**src/common/prot_boot_defines.svh**
```systemverilog
// Offsets, field positions, reset values and codes of the protection and boot registers
`ifndef PROT_BOOT_DEFINES_SVH
`define PROT_BOOT_DEFINES_SVH

// Register byte offsets
`define OFS_PWD_LO      8'h00
`define OFS_PWD_HI      8'h04
`define OFS_OPTION      8'h08
`define OFS_CFG1        8'h0C
`define OFS_GUARD       8'h10
`define OFS_PVIEW       8'h14
`define OFS_DVIEW       8'h18
`define OFS_CMD         8'h1C
`define OFS_BOOT        8'h20

// Field positions
`define POS_PWD_MODE    2
`define POS_GUARD       0
`define POS_CMD_LSB     8
`define POS_CMD_OK      16
`define POS_BOOT_EN     0
`define POS_DLY_LSB     1
`define POS_ADR_LSB     9
`define CFG1_LOCK_MASK  8'hFC

// Reset values
`define RST_PWD         64'hFFFF_FFFF_FFFF_FFFF
`define RST_OPTION      16'hFFFF
`define RST_CFG1        8'h00
`define RST_VIEW        8'hFF
`define VIEW_CLEAR      8'h00
`define RST_BOOT        32'h0000_0000
`define PWD_MASKED      32'h0000_0000

// Sector commands
`define CMD_RD_PERS     3'h0
`define CMD_RD_DYN      3'h1
`define CMD_PROG_PERS   3'h2
`define CMD_ERASE_PERS  3'h3

// Bus responses
`define RESP_OKAY       2'h0
`define RESP_SLVERR     2'h2

`endif

```
**src/common/prot_boot_pkg.sv**
```systemverilog
// Types shared by the protection and boot register block
package prot_boot_pkg;

	// Boot read configuration word
	typedef struct packed {
		logic [22:0] start_addr;
		logic [7:0]  delay;
		logic        enable;
	} boot_cfg_t;

	// Sector command written by software
	typedef struct packed {
		logic [2:0] op;
		logic [7:0] sector;
	} sector_cmd_t;

	// Boot read sequencer states
	typedef enum logic [1:0] {
		BOOT_IDLE,
		BOOT_ARMED,
		BOOT_DELAY,
		BOOT_STREAM
	} boot_state_t;

endpackage

```
**src/rtl/prot_boot_regs.sv**
```systemverilog
// Protection and boot read register block with AXI4-Lite slave
`timescale 1ns/1ps
`default_nettype none
`include "prot_boot_defines.svh"

// How it works
// - A 64-bit password is kept and reads back as a fixed masked word while password mode is on.
// - One volatile guard bit blocks changes to all persistent sector bits at once.
// - Persistent bits change only while the guard reads 1; once cleared it stays 0 until reset.
// - The persistent view byte reads FF for an unprotected last-queried sector and 00 otherwise.
// - The dynamic view byte reads FF for an unprotected last-queried sector and 00 otherwise.
// - The dynamic view is volatile and writable, both views default to all ones.
// - With boot enable set, a boot read starts as part of hardware reset; with it clear, none.
// - Bits 31 to 9 of the boot register give the boot read start address.
// - Bits 8 to 1 give the clock cycles of delay before boot data appears.
// - Password mode is on while the mode select bit of the option register is 0.
// - In password mode writes to the option register and password fail; writes to config keep the locked bits and return OKAY.
module prot_boot_regs
	import prot_boot_pkg::*;
#(
	parameter int NUM_SECTORS = 16
) (
	input  wire logic                   clk,           // 100 MHz clock
	input  wire logic                   resetn,        // Power-on reset, sync, low
	input  wire logic                   hw_reset_n,    // Hardware reset pin, async, low
	input  wire logic                   boot_cs_n,     // Chip select pin, async, low
	input  wire logic [7:0]             s_axi_awaddr,  // Write address
	input  wire logic                   s_axi_awvalid, // Write address valid
	output logic                        s_axi_awready, // Write address ready
	input  wire logic [31:0]            s_axi_wdata,   // Write data
	input  wire logic [3:0]             s_axi_wstrb,   // Write byte strobes
	input  wire logic                   s_axi_wvalid,  // Write data valid
	output logic                        s_axi_wready,  // Write data ready
	output logic [1:0]                  s_axi_bresp,   // Write response
	output logic                        s_axi_bvalid,  // Write response valid
	input  wire logic                   s_axi_bready,  // Write response ready
	input  wire logic [7:0]             s_axi_araddr,  // Read address
	input  wire logic                   s_axi_arvalid, // Read address valid
	output logic                        s_axi_arready, // Read address ready
	output logic [31:0]                 s_axi_rdata,   // Read data
	output logic [1:0]                  s_axi_rresp,   // Read response
	output logic                        s_axi_rvalid,  // Read data valid
	input  wire logic                   s_axi_rready,  // Read data ready
	output logic [22:0]                 boot_addr,     // Boot read byte address
	output logic                        boot_valid,    // Boot byte address valid
	output logic [NUM_SECTORS-1:0]      sector_wp      // Per sector write protect
);

	localparam int SW = (NUM_SECTORS > 1) ? $clog2(NUM_SECTORS) : 1;

	// Elaboration check on sector count
	if (NUM_SECTORS < 2 || NUM_SECTORS > 256) begin : g_bad_sectors
		$error("NUM_SECTORS must lie in 2..256");
	end

	////////////////////////////////////////////////////////////////////////////////
	// Functions

	// Byte-strobe merge of a write into a word
	function automatic logic [31:0] merge(input logic [31:0] old_w, input logic [31:0] new_w,
		input logic [3:0] strb);
		logic [31:0] res;
		res = old_w;
		for (int i = 0; i < 4; i++) begin
			if (strb[i]) begin
				res[8*i +: 8] = new_w[8*i +: 8];
			end
		end
		return res;
	endfunction

	// Address decode shared by read and write
	function automatic logic mapped(input logic [7:0] a);
		return (a == `OFS_PWD_LO) || (a == `OFS_PWD_HI) || (a == `OFS_OPTION) ||
			(a == `OFS_CFG1) || (a == `OFS_GUARD) || (a == `OFS_PVIEW) ||
			(a == `OFS_DVIEW) || (a == `OFS_CMD) || (a == `OFS_BOOT);
	endfunction

	////////////////////////////////////////////////////////////////////////////////
	// Declarations

	logic                   hw_meta_ff, hw_sync_ff, hw_prev_ff;
	logic                   cs_meta_ff, cs_sync_ff;
	logic                   vol_rst;
	logic                   hw_release;
	logic [63:0]            pwd_ff;
	logic [15:0]            option_ff;
	logic [7:0]             cfg1_ff;
	logic                   guard_ff;
	logic [NUM_SECTORS-1:0] pers_ff;
	logic [NUM_SECTORS-1:0] dyn_ff;
	logic [7:0]             pview_ff;
	logic [7:0]             dview_ff;
	logic [SW-1:0]          sel_ff;
	logic                   cmd_ok_ff;
	boot_cfg_t              boot_cfg_ff;
	boot_state_t            boot_state_ff;
	logic [7:0]             dly_cnt_ff;
	logic                   aw_held_ff, w_held_ff;
	logic [7:0]             aw_addr_ff;
	logic [31:0]            w_data_ff;
	logic [3:0]             w_strb_ff;
	logic [7:0]             rd_addr_ff;
	logic                   pwd_mode;
	logic                   wr_fire;
	logic                   wr_reject;
	logic [31:0]            wr_word;
	logic [31:0]            rd_word;
	sector_cmd_t            cmd;
	logic                   cmd_fire;
	logic                   sect_ok;

	////////////////////////////////////////////////////////////////////////////////
	// Pin synchronisers and hardware reset events

	// Two-flop capture of the reset and select pins
	always_ff @(posedge clk) begin
		if (!resetn) begin
			hw_meta_ff <= 1'b1;
			hw_sync_ff <= 1'b1;
			hw_prev_ff <= 1'b1;
			cs_meta_ff <= 1'b1;
			cs_sync_ff <= 1'b1;
		end else begin
			hw_meta_ff <= hw_reset_n;
			hw_sync_ff <= hw_meta_ff;
			hw_prev_ff <= hw_sync_ff;
			cs_meta_ff <= boot_cs_n;
			cs_sync_ff <= cs_meta_ff;
		end
	end

	// Volatile state clears on either reset
	assign vol_rst    = !resetn || !hw_sync_ff;
	assign hw_release = hw_sync_ff && !hw_prev_ff;
	assign pwd_mode   = !option_ff[`POS_PWD_MODE];

	////////////////////////////////////////////////////////////////////////////////
	// AXI4-Lite write channel

	assign wr_fire = aw_held_ff && w_held_ff && !s_axi_bvalid;
	assign wr_word = merge(32'h0000_0000, w_data_ff, w_strb_ff);
	assign wr_reject = pwd_mode && ((aw_addr_ff == `OFS_PWD_LO) || (aw_addr_ff == `OFS_PWD_HI) ||
		(aw_addr_ff == `OFS_OPTION));
	assign cmd      = sector_cmd_t'({w_data_ff[`POS_CMD_LSB +: 3], w_data_ff[7:0]});
	assign cmd_fire = wr_fire && (aw_addr_ff == `OFS_CMD);
	assign sect_ok  = (cmd.sector < NUM_SECTORS);

	// Address and data taken in either order, answered once both are held
	always_ff @(posedge clk) begin
		if (!resetn) begin
			aw_held_ff    <= 1'b0;
			w_held_ff     <= 1'b0;
			aw_addr_ff    <= 8'h00;
			w_data_ff     <= 32'h0000_0000;
			w_strb_ff     <= 4'h0;
			s_axi_awready <= 1'b1;
			s_axi_wready  <= 1'b1;
			s_axi_bvalid  <= 1'b0;
			s_axi_bresp   <= `RESP_OKAY;
		end else begin
			if (s_axi_awvalid && s_axi_awready) begin
				aw_held_ff    <= 1'b1;
				aw_addr_ff    <= {s_axi_awaddr[7:2], 2'b00};
				s_axi_awready <= 1'b0;
			end
			if (s_axi_wvalid && s_axi_wready) begin
				w_held_ff    <= 1'b1;
				w_data_ff    <= s_axi_wdata;
				w_strb_ff    <= s_axi_wstrb;
				s_axi_wready <= 1'b0;
			end
			if (wr_fire) begin
				aw_held_ff   <= 1'b0;
				w_held_ff    <= 1'b0;
				s_axi_bvalid <= 1'b1;
				s_axi_bresp  <= (!mapped(aw_addr_ff) || wr_reject) ? `RESP_SLVERR : `RESP_OKAY;
			end
			if (s_axi_bvalid && s_axi_bready) begin
				s_axi_bvalid  <= 1'b0;
				s_axi_awready <= 1'b1;
				s_axi_wready  <= 1'b1;
			end
		end
	end

	////////////////////////////////////////////////////////////////////////////////
	// Password, option and first config registers

	// Password store, locked in password mode
	always_ff @(posedge clk) begin
		if (!resetn) begin
			pwd_ff <= `RST_PWD;
		end else if (wr_fire && !wr_reject) begin
			if (aw_addr_ff == `OFS_PWD_LO) begin
				pwd_ff[31:0] <= merge(pwd_ff[31:0], w_data_ff, w_strb_ff);
			end
			if (aw_addr_ff == `OFS_PWD_HI) begin
				pwd_ff[63:32] <= merge(pwd_ff[63:32], w_data_ff, w_strb_ff);
			end
		end
	end

	// Option register, locked in password mode
	always_ff @(posedge clk) begin
		if (!resetn) begin
			option_ff <= `RST_OPTION;
		end else if (wr_fire && !wr_reject && aw_addr_ff == `OFS_OPTION) begin
			option_ff <= 16'(merge({16'h0000, option_ff}, w_data_ff, w_strb_ff));
		end
	end

	// First config register, upper bits frozen in password mode
	always_ff @(posedge clk) begin
		if (!resetn) begin
			cfg1_ff <= `RST_CFG1;
		end else if (wr_fire && aw_addr_ff == `OFS_CFG1 && w_strb_ff[0]) begin
			if (pwd_mode) begin
				cfg1_ff <= (cfg1_ff & `CFG1_LOCK_MASK) | (w_data_ff[7:0] & ~`CFG1_LOCK_MASK);
			end else begin
				cfg1_ff <= w_data_ff[7:0];
			end
		end
	end

	////////////////////////////////////////////////////////////////////////////////
	// Guard bit and sector protection

	// Guard clears on a zero write and returns only through reset
	always_ff @(posedge clk) begin
		if (vol_rst) begin
			guard_ff <= 1'b1;
		end else if (wr_fire && aw_addr_ff == `OFS_GUARD && w_strb_ff[0] &&
			!w_data_ff[`POS_GUARD]) begin
			guard_ff <= 1'b0;
		end
	end

	// Persistent bits, changed only while the guard is open
	always_ff @(posedge clk) begin
		if (!resetn) begin
			pers_ff <= '1;
		end else if (cmd_fire && guard_ff) begin
			if (cmd.op == `CMD_PROG_PERS && sect_ok) begin
				pers_ff[cmd.sector[SW-1:0]] <= 1'b0;
			end
			if (cmd.op == `CMD_ERASE_PERS) begin
				pers_ff <= '1;
			end
		end
	end

	// Query sector and command outcome
	always_ff @(posedge clk) begin
		if (!resetn) begin
			sel_ff    <= '0;
			cmd_ok_ff <= 1'b1;
		end else if (cmd_fire) begin
			if (sect_ok) begin
				sel_ff <= cmd.sector[SW-1:0];
			end
			cmd_ok_ff <= sect_ok && (guard_ff ||
				(cmd.op != `CMD_PROG_PERS && cmd.op != `CMD_ERASE_PERS));
		end
	end

	// Persistent view follows the last persistent query
	always_ff @(posedge clk) begin
		if (!resetn) begin
			pview_ff <= `RST_VIEW;
		end else if (cmd_fire && cmd.op == `CMD_RD_PERS && sect_ok) begin
			pview_ff <= pers_ff[cmd.sector[SW-1:0]] ? `RST_VIEW : `VIEW_CLEAR;
		end
	end

	// Dynamic bits and view, volatile and writable
	always_ff @(posedge clk) begin
		if (vol_rst) begin
			dyn_ff   <= '1;
			dview_ff <= `RST_VIEW;
		end else if (cmd_fire && cmd.op == `CMD_RD_DYN && sect_ok) begin
			dview_ff <= dyn_ff[cmd.sector[SW-1:0]] ? `RST_VIEW : `VIEW_CLEAR;
		end else if (wr_fire && aw_addr_ff == `OFS_DVIEW && w_strb_ff[0]) begin
			dyn_ff[sel_ff] <= |w_data_ff[7:0];
			dview_ff       <= (|w_data_ff[7:0]) ? `RST_VIEW : `VIEW_CLEAR;
		end
	end

	// Protect output, set where either bit protects
	always_ff @(posedge clk) begin
		if (!resetn) begin
			sector_wp <= '0;
		end else begin
			sector_wp <= ~(pers_ff & dyn_ff);
		end
	end

	////////////////////////////////////////////////////////////////////////////////
	// Boot read configuration and sequencer

	// Boot configuration word
	always_ff @(posedge clk) begin
		if (!resetn) begin
			boot_cfg_ff <= boot_cfg_t'(`RST_BOOT);
		end else if (wr_fire && aw_addr_ff == `OFS_BOOT) begin
			boot_cfg_ff <= boot_cfg_t'(merge(32'(boot_cfg_ff), w_data_ff, w_strb_ff));
		end
	end

	// Arm on hardware reset release, delay, then stream ascending addresses
	always_ff @(posedge clk) begin
		if (!resetn) begin
			boot_state_ff <= BOOT_IDLE;
			dly_cnt_ff    <= 8'h00;
			boot_addr     <= 23'h000000;
			boot_valid    <= 1'b0;
		end else begin
			case (boot_state_ff)
				BOOT_IDLE: begin
					boot_valid <= 1'b0;
					if (hw_release && boot_cfg_ff.enable) begin
						boot_state_ff <= BOOT_ARMED;
					end
				end
				BOOT_ARMED: begin
					boot_addr  <= boot_cfg_ff.start_addr;
					dly_cnt_ff <= boot_cfg_ff.delay;
					if (!hw_sync_ff) begin
						boot_state_ff <= BOOT_IDLE;
					end else if (!cs_sync_ff) begin
						boot_state_ff <= (boot_cfg_ff.delay == 8'h00) ? BOOT_STREAM : BOOT_DELAY;
						boot_valid    <= (boot_cfg_ff.delay == 8'h00);
					end
				end
				BOOT_DELAY: begin
					if (cs_sync_ff || !hw_sync_ff) begin
						boot_state_ff <= BOOT_IDLE;
					end else if (dly_cnt_ff == 8'h01) begin
						boot_state_ff <= BOOT_STREAM;
						boot_valid    <= 1'b1;
					end else begin
						dly_cnt_ff <= dly_cnt_ff - 8'h01;
					end
				end
				BOOT_STREAM: begin
					if (cs_sync_ff || !hw_sync_ff) begin
						boot_state_ff <= BOOT_IDLE;
						boot_valid    <= 1'b0;
					end else begin
						boot_addr <= boot_addr + 23'h000001;
					end
				end
				default: begin
					boot_state_ff <= BOOT_IDLE;
					boot_valid    <= 1'b0;
				end
			endcase
		end
	end

	////////////////////////////////////////////////////////////////////////////////
	// AXI4-Lite read channel

	// Read word select
	always_comb begin
		rd_word = 32'h0000_0000;
		case (rd_addr_ff)
			`OFS_PWD_LO: rd_word = pwd_mode ? `PWD_MASKED : pwd_ff[31:0];
			`OFS_PWD_HI: rd_word = pwd_mode ? `PWD_MASKED : pwd_ff[63:32];
			`OFS_OPTION: rd_word = {16'h0000, option_ff};
			`OFS_CFG1:   rd_word = {24'h000000, cfg1_ff};
			`OFS_GUARD:  rd_word = {31'h00000000, guard_ff};
			`OFS_PVIEW:  rd_word = {24'h000000, pview_ff};
			`OFS_DVIEW:  rd_word = {24'h000000, dview_ff};
			`OFS_CMD:    rd_word = {15'h0000, cmd_ok_ff, 8'h00, 8'(sel_ff)};
			`OFS_BOOT:   rd_word = 32'(boot_cfg_ff);
			default:     rd_word = 32'h0000_0000;
		endcase
	end

	// Address taken, data returned on the following edge
	always_ff @(posedge clk) begin
		if (!resetn) begin
			rd_addr_ff    <= 8'h00;
			s_axi_arready <= 1'b1;
			s_axi_rvalid  <= 1'b0;
			s_axi_rdata   <= 32'h0000_0000;
			s_axi_rresp   <= `RESP_OKAY;
		end else if (s_axi_arvalid && s_axi_arready) begin
			rd_addr_ff    <= {s_axi_araddr[7:2], 2'b00};
			s_axi_arready <= 1'b0;
		end else if (!s_axi_arready && !s_axi_rvalid) begin
			s_axi_rvalid <= 1'b1;
			s_axi_rdata  <= rd_word;
			s_axi_rresp  <= mapped(rd_addr_ff) ? `RESP_OKAY : `RESP_SLVERR;
		end else if (s_axi_rvalid && s_axi_rready) begin
			s_axi_rvalid  <= 1'b0;
			s_axi_arready <= 1'b1;
		end
	end

	////////////////////////////////////////////////////////////////////////////////
	// Assertions

	a_pwd_masked: assert property (@(posedge clk) disable iff (!resetn)
		$rose(s_axi_rvalid) && pwd_mode && (rd_addr_ff == `OFS_PWD_LO || rd_addr_ff == `OFS_PWD_HI)
		|-> s_axi_rdata == `PWD_MASKED)
		else $error("password readable in password mode");

	a_guard_sticky: assert property (@(posedge clk) disable iff (vol_rst)
		!guard_ff |=> !guard_ff)
		else $error("guard reopened without reset");

	a_pers_frozen: assert property (@(posedge clk) disable iff (!resetn)
		!guard_ff |=> $stable(pers_ff))
		else $error("persistent bits changed under guard");

	a_guard_rsvd: assert property (@(posedge clk) disable iff (!resetn)
		$rose(s_axi_rvalid) && rd_addr_ff == `OFS_GUARD |-> s_axi_rdata[31:1] == 31'h00000000)
		else $error("guard reserved bits not zero");

	a_pview_code: assert property (@(posedge clk) disable iff (!resetn)
		$past(cmd_fire && cmd.op == `CMD_RD_PERS && sect_ok)
		|-> pview_ff == ($past(pers_ff[cmd.sector[SW-1:0]]) ? `RST_VIEW : `VIEW_CLEAR))
		else $error("persistent view mismatch");

	a_dview_code: assert property (@(posedge clk) disable iff (!resetn)
		$past(cmd_fire && cmd.op == `CMD_RD_DYN && sect_ok && !vol_rst)
		|-> dview_ff == ($past(dyn_ff[cmd.sector[SW-1:0]]) ? `RST_VIEW : `VIEW_CLEAR))
		else $error("dynamic view mismatch");

	a_dview_reset: assert property (@(posedge clk)
		!hw_sync_ff ##1 hw_sync_ff |-> dview_ff == `RST_VIEW && dyn_ff == '1)
		else $error("dynamic state not restored by reset");

	a_boot_off: assert property (@(posedge clk) disable iff (!resetn)
		boot_state_ff == BOOT_IDLE && !boot_cfg_ff.enable |=> boot_state_ff == BOOT_IDLE)
		else $error("boot read left idle while disabled");

	a_boot_delay: assert property (@(posedge clk) disable iff (!resetn)
		boot_state_ff == BOOT_ARMED && hw_sync_ff && !cs_sync_ff && boot_cfg_ff.delay == 8'h02
		##1 (!cs_sync_ff && hw_sync_ff)[*2] |-> !boot_valid ##1 boot_valid)
		else $error("boot delay count wrong");

	a_boot_incr: assert property (@(posedge clk) disable iff (!resetn)
		boot_valid && $past(boot_valid) |-> boot_addr == $past(boot_addr) + 23'h000001)
		else $error("boot address not ascending");

	a_pwd_lock: assert property (@(posedge clk) disable iff (!resetn)
		wr_fire && wr_reject |=> $stable(pwd_ff) && $stable(option_ff) && s_axi_bresp == `RESP_SLVERR)
		else $error("locked write took effect");

endmodule
`default_nettype wire

```
**config.mk**
```make
export PLATFORM = sky130hd
export DESIGN_NAME = prot_boot_regs
export DESIGN_NICKNAME = d
export VERILOG_FILES = /design/src/common/prot_boot_pkg.sv /design/src/rtl/prot_boot_regs.sv
export VERILOG_INCLUDE_DIRS = /design/src /design/src/common
export SDC_FILE = /design/constraint.sdc
export NUM_CORES = 1
export LEC_CHECK = 0
export BUFFER_PORTS_ARGS = -buffer_cell sky130_fd_sc_hd__buf_4
export CORE_MARGIN = 2
export CORE_UTILIZATION = 40
export CTS_CLUSTER_DIAMETER = 200
export DETAILED_ROUTE_END_ITERATION = 8
export PLACE_DENSITY = 0.61
export REMOVE_ABC_BUFFERS = 1
export SYNTH_ARGS = -nofsm -noshare
export SYNTH_HDL_FRONTEND = slang
export SYNTH_SLANG_ARGS = --single-unit
```
**constraint.sdc**
```tcl
create_clock -name clk -period 2.8 [get_ports clk]
set_clock_uncertainty 0.05 [all_clocks]
set_input_delay 0.56 -clock clk [delete_from_list [all_inputs] [get_ports clk]]
set_output_delay 0.56 -clock clk [all_outputs]
set_load 0.01 [all_outputs]
```
=== Word-level counts from Yosys, hierarchy flattened ===
Index checks and enable logic that the tools add are counted.

* $add $sub $neg: 2
* Order comparisons: 5
* Equality and inequality tests: 36
* Mux-type cells: 46
* Bitwise gates (word level): 8
* Reductions and logical operators: 100

{| class="wikitable"
|+ Operator list
! kind !! number
|-
| $pmux W32 S9 || 1
|-
| $mux W32 || 2
|-
| $mux W8 || 8
|-
| $eq A6 B3 Y1 const B || 8
|-
| $pmux W23 S2 || 1
|-
| $and A16 B16 Y16 || 2
|-
| $logic_and A1 B1 Y1 || 32
|-
| $mux W16 || 2
|-
| $not A16 Y16 || 2
|-
| $reduce_and A3 Y1 || 9
|-
| $reduce_and A2 Y1 || 13
|-
| $eq A6 B2 Y1 const B || 4
|-
| $logic_not A8 Y1 || 3
|-
| $add A23 B1 Y23 const B || 1
|-
| $mux W23 || 1
|-
| $logic_or A1 B1 Y1 || 20
|-
| $ne A2 B2 Y1 const B || 9
|-
| $bwmux W16 || 1
|-
| $mux W2 || 8
|-
| $pmux W8 S2 || 1
|-
| $mux W1 || 15
|-
| $eq A6 B1 Y1 const B || 2
|-
| $eq A6 B4 Y1 const B || 2
|-
| $reduce_bool A2 Y1 || 6
|-
| other kinds (24) || 44
|}

* Register bits: 320
* Input port bits: 61
* Output and inout port bits: 81
* Word-level logic and storage cells: 245

=== Depth between registers and ports, before layout ===
* Word-level depth: 12
* Gate-level depth with buffers: 8
* Mapped depth without buffers: 7

=== Least setup slack after synthesis ===
OpenSTA, ideal clock, no wires.

* Path kind: register to register
* From: register s_axi_bvalid
* To: register option_ff[10]
* Arrival time: 1.859 ns
* Data required time: 2.621 ns
* Path slack: 0.762 ns
* Stages on the path, launching flop included: 7
* Period minus slack after synthesis: 2.038 ns
* Cell sequence: dfxtp_1 -> nand3b_1 -> or4_4 -> buf_6 -> nor3_4 -> mux2i_1 -> nand2_1

* Word-level cells in the longest chain between the ends: 5

{| class="wikitable"
|+ Ends and longest elaborated chain
! what !! RTL line !! RTL
|-
| start: declaration || prot_boot_regs.sv:35 || <nowiki>output logic s_axi_bvalid,</nowiki>
|-
| start signal: assignment || prot_boot_regs.sv:159 || <nowiki>s_axi_bvalid <= 1'b0;</nowiki>
|-
| start signal: assignment || prot_boot_regs.sv:176 || <nowiki>s_axi_bvalid <= 1'b1;</nowiki>
|-
| start signal: assignment || prot_boot_regs.sv:180 || <nowiki>s_axi_bvalid <= 1'b0;</nowiki>
|-
| $logic_not A1 Y1 || prot_boot_regs.sv:141 || <nowiki>assign wr_fire = aw_held_ff && w_held_ff && !s_axi_bvalid;</nowiki>
|-
| $logic_and A1 B1 Y1 || prot_boot_regs.sv:141 ||
|-
| $logic_and A1 B1 Y1 || prot_boot_regs.sv:208 || <nowiki>end else if (wr_fire && !wr_reject && aw_addr_ff == `OFS_OPTION) begin</nowiki>
|-
| $logic_and A1 B1 Y1 (no source line) || n/a ||
|-
| $reduce_and A2 Y1 (no source line) || n/a ||
|-
| end signal: assignment || prot_boot_regs.sv:207 || <nowiki>option_ff <= `RST_OPTION;</nowiki>
|-
| end signal: assignment || prot_boot_regs.sv:209 || <nowiki>option_ff <= 16'(merge({16'h0000, option_ff}, w_data_ff, w_strb_ff));</nowiki>
|-
| end: declaration || prot_boot_regs.sv:87 || <nowiki>logic [15:0] option_ff;</nowiki>
|}

No other way between the ends.
A chain may end at the register's enable or synchronous reset.

=== Final worst setup path ===
* From: register w_data_ff[0]
* To: register pview_ff[6]

* Word-level cells in the longest chain between the ends: 3
* Elaborated cells between the ends (all ways): 5
* Classes of those cells: order compare: 1; mux: 3; reduce/logical: 1

{| class="wikitable"
|+ Ends and longest elaborated chain
! what !! RTL line !! RTL
|-
| start: declaration || prot_boot_regs.sv:101 || <nowiki>logic [31:0] w_data_ff;</nowiki>
|-
| start signal: assignment || prot_boot_regs.sv:169 || <nowiki>w_data_ff <= s_axi_wdata;</nowiki>
|-
| $bmux W1 S4 || prot_boot_regs.sv:272 || <nowiki>pview_ff <= pers_ff[cmd.sector[SW-1:0]] ? `RST_VIEW : `VIEW_CLEAR;</nowiki>
|-
| $mux W1 (not written as such) || prot_boot_regs.sv:272 ||
|-
| $mux W8 (no source line) || n/a ||
|-
| end signal: assignment || prot_boot_regs.sv:270 || <nowiki>pview_ff <= `RST_VIEW;</nowiki>
|-
| end signal: assignment || prot_boot_regs.sv:272 ||
|-
| end: declaration || prot_boot_regs.sv:92 || <nowiki>logic [7:0] pview_ff;</nowiki>
|}

Parallel ways exist; a longest one is shown, timed or not. The select of a mux whose other input is x is not followed.

==> PnR_summary.wiki <==
{| class="wikitable"
! Metric !! Value
|-
| Outcome || finished clean
|-
| Crit-path max FO || 17
|-
| Die extent in x || 185 microns
|-
| Post-Place Cell Area || 14,600 sq um
|-
| Yosys Warn Count || 0
|-
| #FFs+latches synth || 304
|-
| Slew of the pin with the lowest slew margin || 0.940 ns
|-
| Path type of the worst setup path || flip-flop to flip-flop
|-
| Area of the core || 32,400 sq um
|-
| Initial antenna violation count || 0
|-
| Total inserted antenna cells || 0
|-
| Count of instances resized after the clock tree is built || 0
|-
| Final WL || 37,600 microns
|-
| Die height || 185 microns
|-
| Number of CTS-inserted buffers || 36
|-
| DR DRC count || 0
|-
| Wire per inst || 18.1 microns
|-
| Total power per unit cell area || 677 nW/um^2
|-
| Count of H-tree levels built during CTS || 2
|-
| Post-layout utilization of the core || 0.490
|-
| Pin count of the biggest net entering global routing || 52
|-
| Layout Cell Area excl Fill || 15,900 sq um
|-
| Area growth from synthesis to layout || 21.4%
|-
| Number of antenna-violating nets in the routed design || 0
|-
| Critical Path Sink Type || flip-flop
|-
| Hold_buf cts || 0
|-
| Count of maximum capacitance violations || 0
|-
| Max transition margin || 0.373
|-
| Register area share after synthesis || 0.466
|-
| Routed vias || 11.4k
|-
| Static leakage || 6.52 nW
|-
| Overall routing resource usage || 0.218
|-
| Vias per cell || 5.52
|-
| Row count || 66
|-
| Main synth FF type || dfxtp_1
|-
| HPWL after DPL || 25,700 microns
|-
| Adder and majority gate portion of the synthesized area || 0.00671
|-
| Final Net Count || 1,673
|-
| Final weighted congestion in routability-driven placement || 0.862
|-
| Final Hold Fails || 0
|-
| Post-Syn Area || 13,100 sq um
|-
| Clock-pin transition on the worst setup and hold timing paths || 0.06 ns
|-
| Quantity of I/O buffers inserted on ports || 135
|-
| Achievable frequency || 0.418 GHz
|-
| Number of max-slew violations in the final report || 0
|-
| Dominant combinational cell family by area after synthesis || simple AND/OR/NAND/NOR gates
|-
| Layout cells sized above 1 || 0.180
|-
| Startpoint Class || flip-flop
|-
| Clock network latency to the later pin of the worst-skew pair || 0.52 ns
|-
| Starting density of the core || 0.403
|-
| Global-route wire length before repair || 59,100 microns
|-
| Post-Synth XOR/XNOR Area || 0.000671
|-
| Worst hold margin || 0.187 ns
|-
| Portion of netlist area occupied by mux cells || 0.0941
|-
| Average cell area after synthesis || 8.80 sq um
|-
| Compound-cell area share of the yosys netlist || 0.185
|-
| TritonCTS clock tree || built
|-
| Count of endpoints failing setup in the final report || 0
|-
| Worst IR Drop VDD || 0.000451 V
|-
| Share of the cycle needed by the critical path after routing || 0.854
|-
| Fraction of synthesis flops using an asynchronous set or reset pin || 0
|-
| Count of distinct cell types in the synthesized netlist || 79
|-
| Crit path time final || 2.39 ns
|-
| Number of sinks driven by the clock tree || 304
|-
| Count of flip-flops with a built-in enable after synthesis || 0
|-
| Data arrival time of the critical path || 2.75 ns
|-
| Via count of the first global-routing pass || 10.8k
|-
| Cells after Synth || 1,484
|-
| Pre-Repair DR Iteration Count || 5
|-
| Number of top-level design ports || 142
|-
| Path type of the worst min-delay path || primary input to flip-flop
|-
| Required time of the worst setup path || 3.16 ns
|-
| Full die area || 34,100 sq um
|-
| Clock root buffer || clkbuf_16
|-
| Total global routing overflow || 0
|-
| Synthesized-area fraction occupied by and/or/nand/nor cells || 0.205
|-
| Number of buffers on the longest clock path || 3
|-
| Starting DRC count in detailed routing || 808
|-
| Number of setup buffers added after CTS || 0
|-
| Unrepaired setup endpoints after global routing || false
|}
## cell families (layout without fill, tap and decap cells)
group,after synthesis,count (layout)
other,1,2
adders and majority gates,7,7
xor gates and xnor gates,1,1
and+or+nand+nor,549,549
buffers and inverters,129,276
DFF,304,304
muxes,117,117
AOI/OAI and AO/OA,376,376
## power by group
group	internal (mW)	total [mW]	switching, mW
sequential	4.46	4.65	0.184
clock	3.08	4.92	1.84
combinational	0.482	1.16	0.679
## final timing paths
path / from / to / slack [ns] / cells past startpoint
worst max-delay path: w_data_ff[0] / pview_ff[6] / 0.41 / 6
worst min register to register: hw_meta_ff / hw_sync_ff / 0.37 / 1
worst max register to register: w_data_ff[0] / pview_ff[6] / 0.41 / 6
worst min-delay path: boot_cs_n / cs_meta_ff / 0.19 / 2
## layer usage
metal  vias to the layer above  part of all wire  global-route usage
li1                       5556                 -                   -
met1                      5462              0.46               0.295
met2                       364              0.45               0.350
met3                        63             0.061              0.0435
met4                         0             0.026              0.0708
met5                         -                 0                   0
## critical path: stages (launching register included)
cell	delay (ns)
dfxtp_1	0.88
buf_4	0.26
mux2_2	0.33
o211ai_1	0.08
o21ai_0	0.13
a2111oi_0	0.46
nor2_1	0.06
## metrics by stage
stage	instances	setup slack, ns	TNS (ns)	total power [mW]
final	2074	0.409	0	10.7
after global routing	2074	0.244	0	11.1
after detailed placement	2009	0.410	0	5.90
after CTS	2074	0.404	0	10.8
after floorplan	1378	-1.27	-51.25	5.31
after global placement	2009	0.392	0	5.88
## sequential cells by signal (all words and copies together) (netlist names), 16 cells and up
name         flops
boot_cfg_ff     32
sector_wp       16
dyn_ff          16
boot_addr       23
s_axi_rdata     32
pwd_ff          64
pers_ff         16
option_ff       16
w_data_ff       32
## cell type report
type                            instances  area, sq um
Inverter                               22         85.1
Fill cell                            3118        16500
Timing Repair Buffer                  189         1420
Clock inverter                         15          214
Clock buffer                           50         1040
Tap cell                              442          553
Sequential cell                       304         6090
Multi-Input combinational cell       1052         6450
## placed cells by master (no fill, tap or decap), types with 6 or more instances in the layout
cell type	Yosys	final
nand3b_1	8	8
a211oi_1	21	21
clkbuf_8	2	7
a22o_1	29	29
mux2_2	6	6
a221oi_1	11	11
clkbuf_16	0	37
buf_4	5	189
dfxtp_1	304	304
o21ai_0	65	65
nand2_1	290	290
a31oi_1	21	21
nand2b_1	17	17
and3_1	7	7
clkinv_2	0	7
a22oi_1	37	37
nor2b_1	9	9
nor3_1	8	7
o21a_1	6	6
o211ai_1	10	10
nand3_1	56	56
a21oi_1	131	131
nand4_1	17	17
inv_1	22	21
nor2_1	64	63
clkbuf_1	78	6
and2_1	14	13
a222oi_1	6	6
mux2i_1	107	107
ha_1	7	7
## Yosys cell counts (7+ instances only)
library cell / n / share of area
mux2i_1: 107 / 0.082
nor2_1: 64 / 0.018
a21oi_1: 131 / 0.050
nand2b_1: 17 / 0.0081
and2_1: 14 / 0.0067
inv_1: 22 / 0.0063
o21ai_0: 65 / 0.025
ha_1: 7 / 0.0067
buf_1: 9 / 0.0026
nand4_1: 17 / 0.0081
buf_2: 11 / 0.0042
nor2b_1: 9 / 0.0043
and3_1: 7 / 0.0034
a31oi_1: 21 / 0.010
clkbuf_1: 78 / 0.022
nand3b_1: 8 / 0.0046
a22o_1: 29 / 0.019
dfxtp_1: 304 / 0.47
a22oi_1: 37 / 0.021
nand2_1: 290 / 0.083
a221oi_1: 11 / 0.0074
o211ai_1: 10 / 0.0057
nor3_1: 8 / 0.0031
nand3_1: 56 / 0.021
a211oi_1: 21 / 0.012
Note: power is estimated with default switching activity, not from simulation.
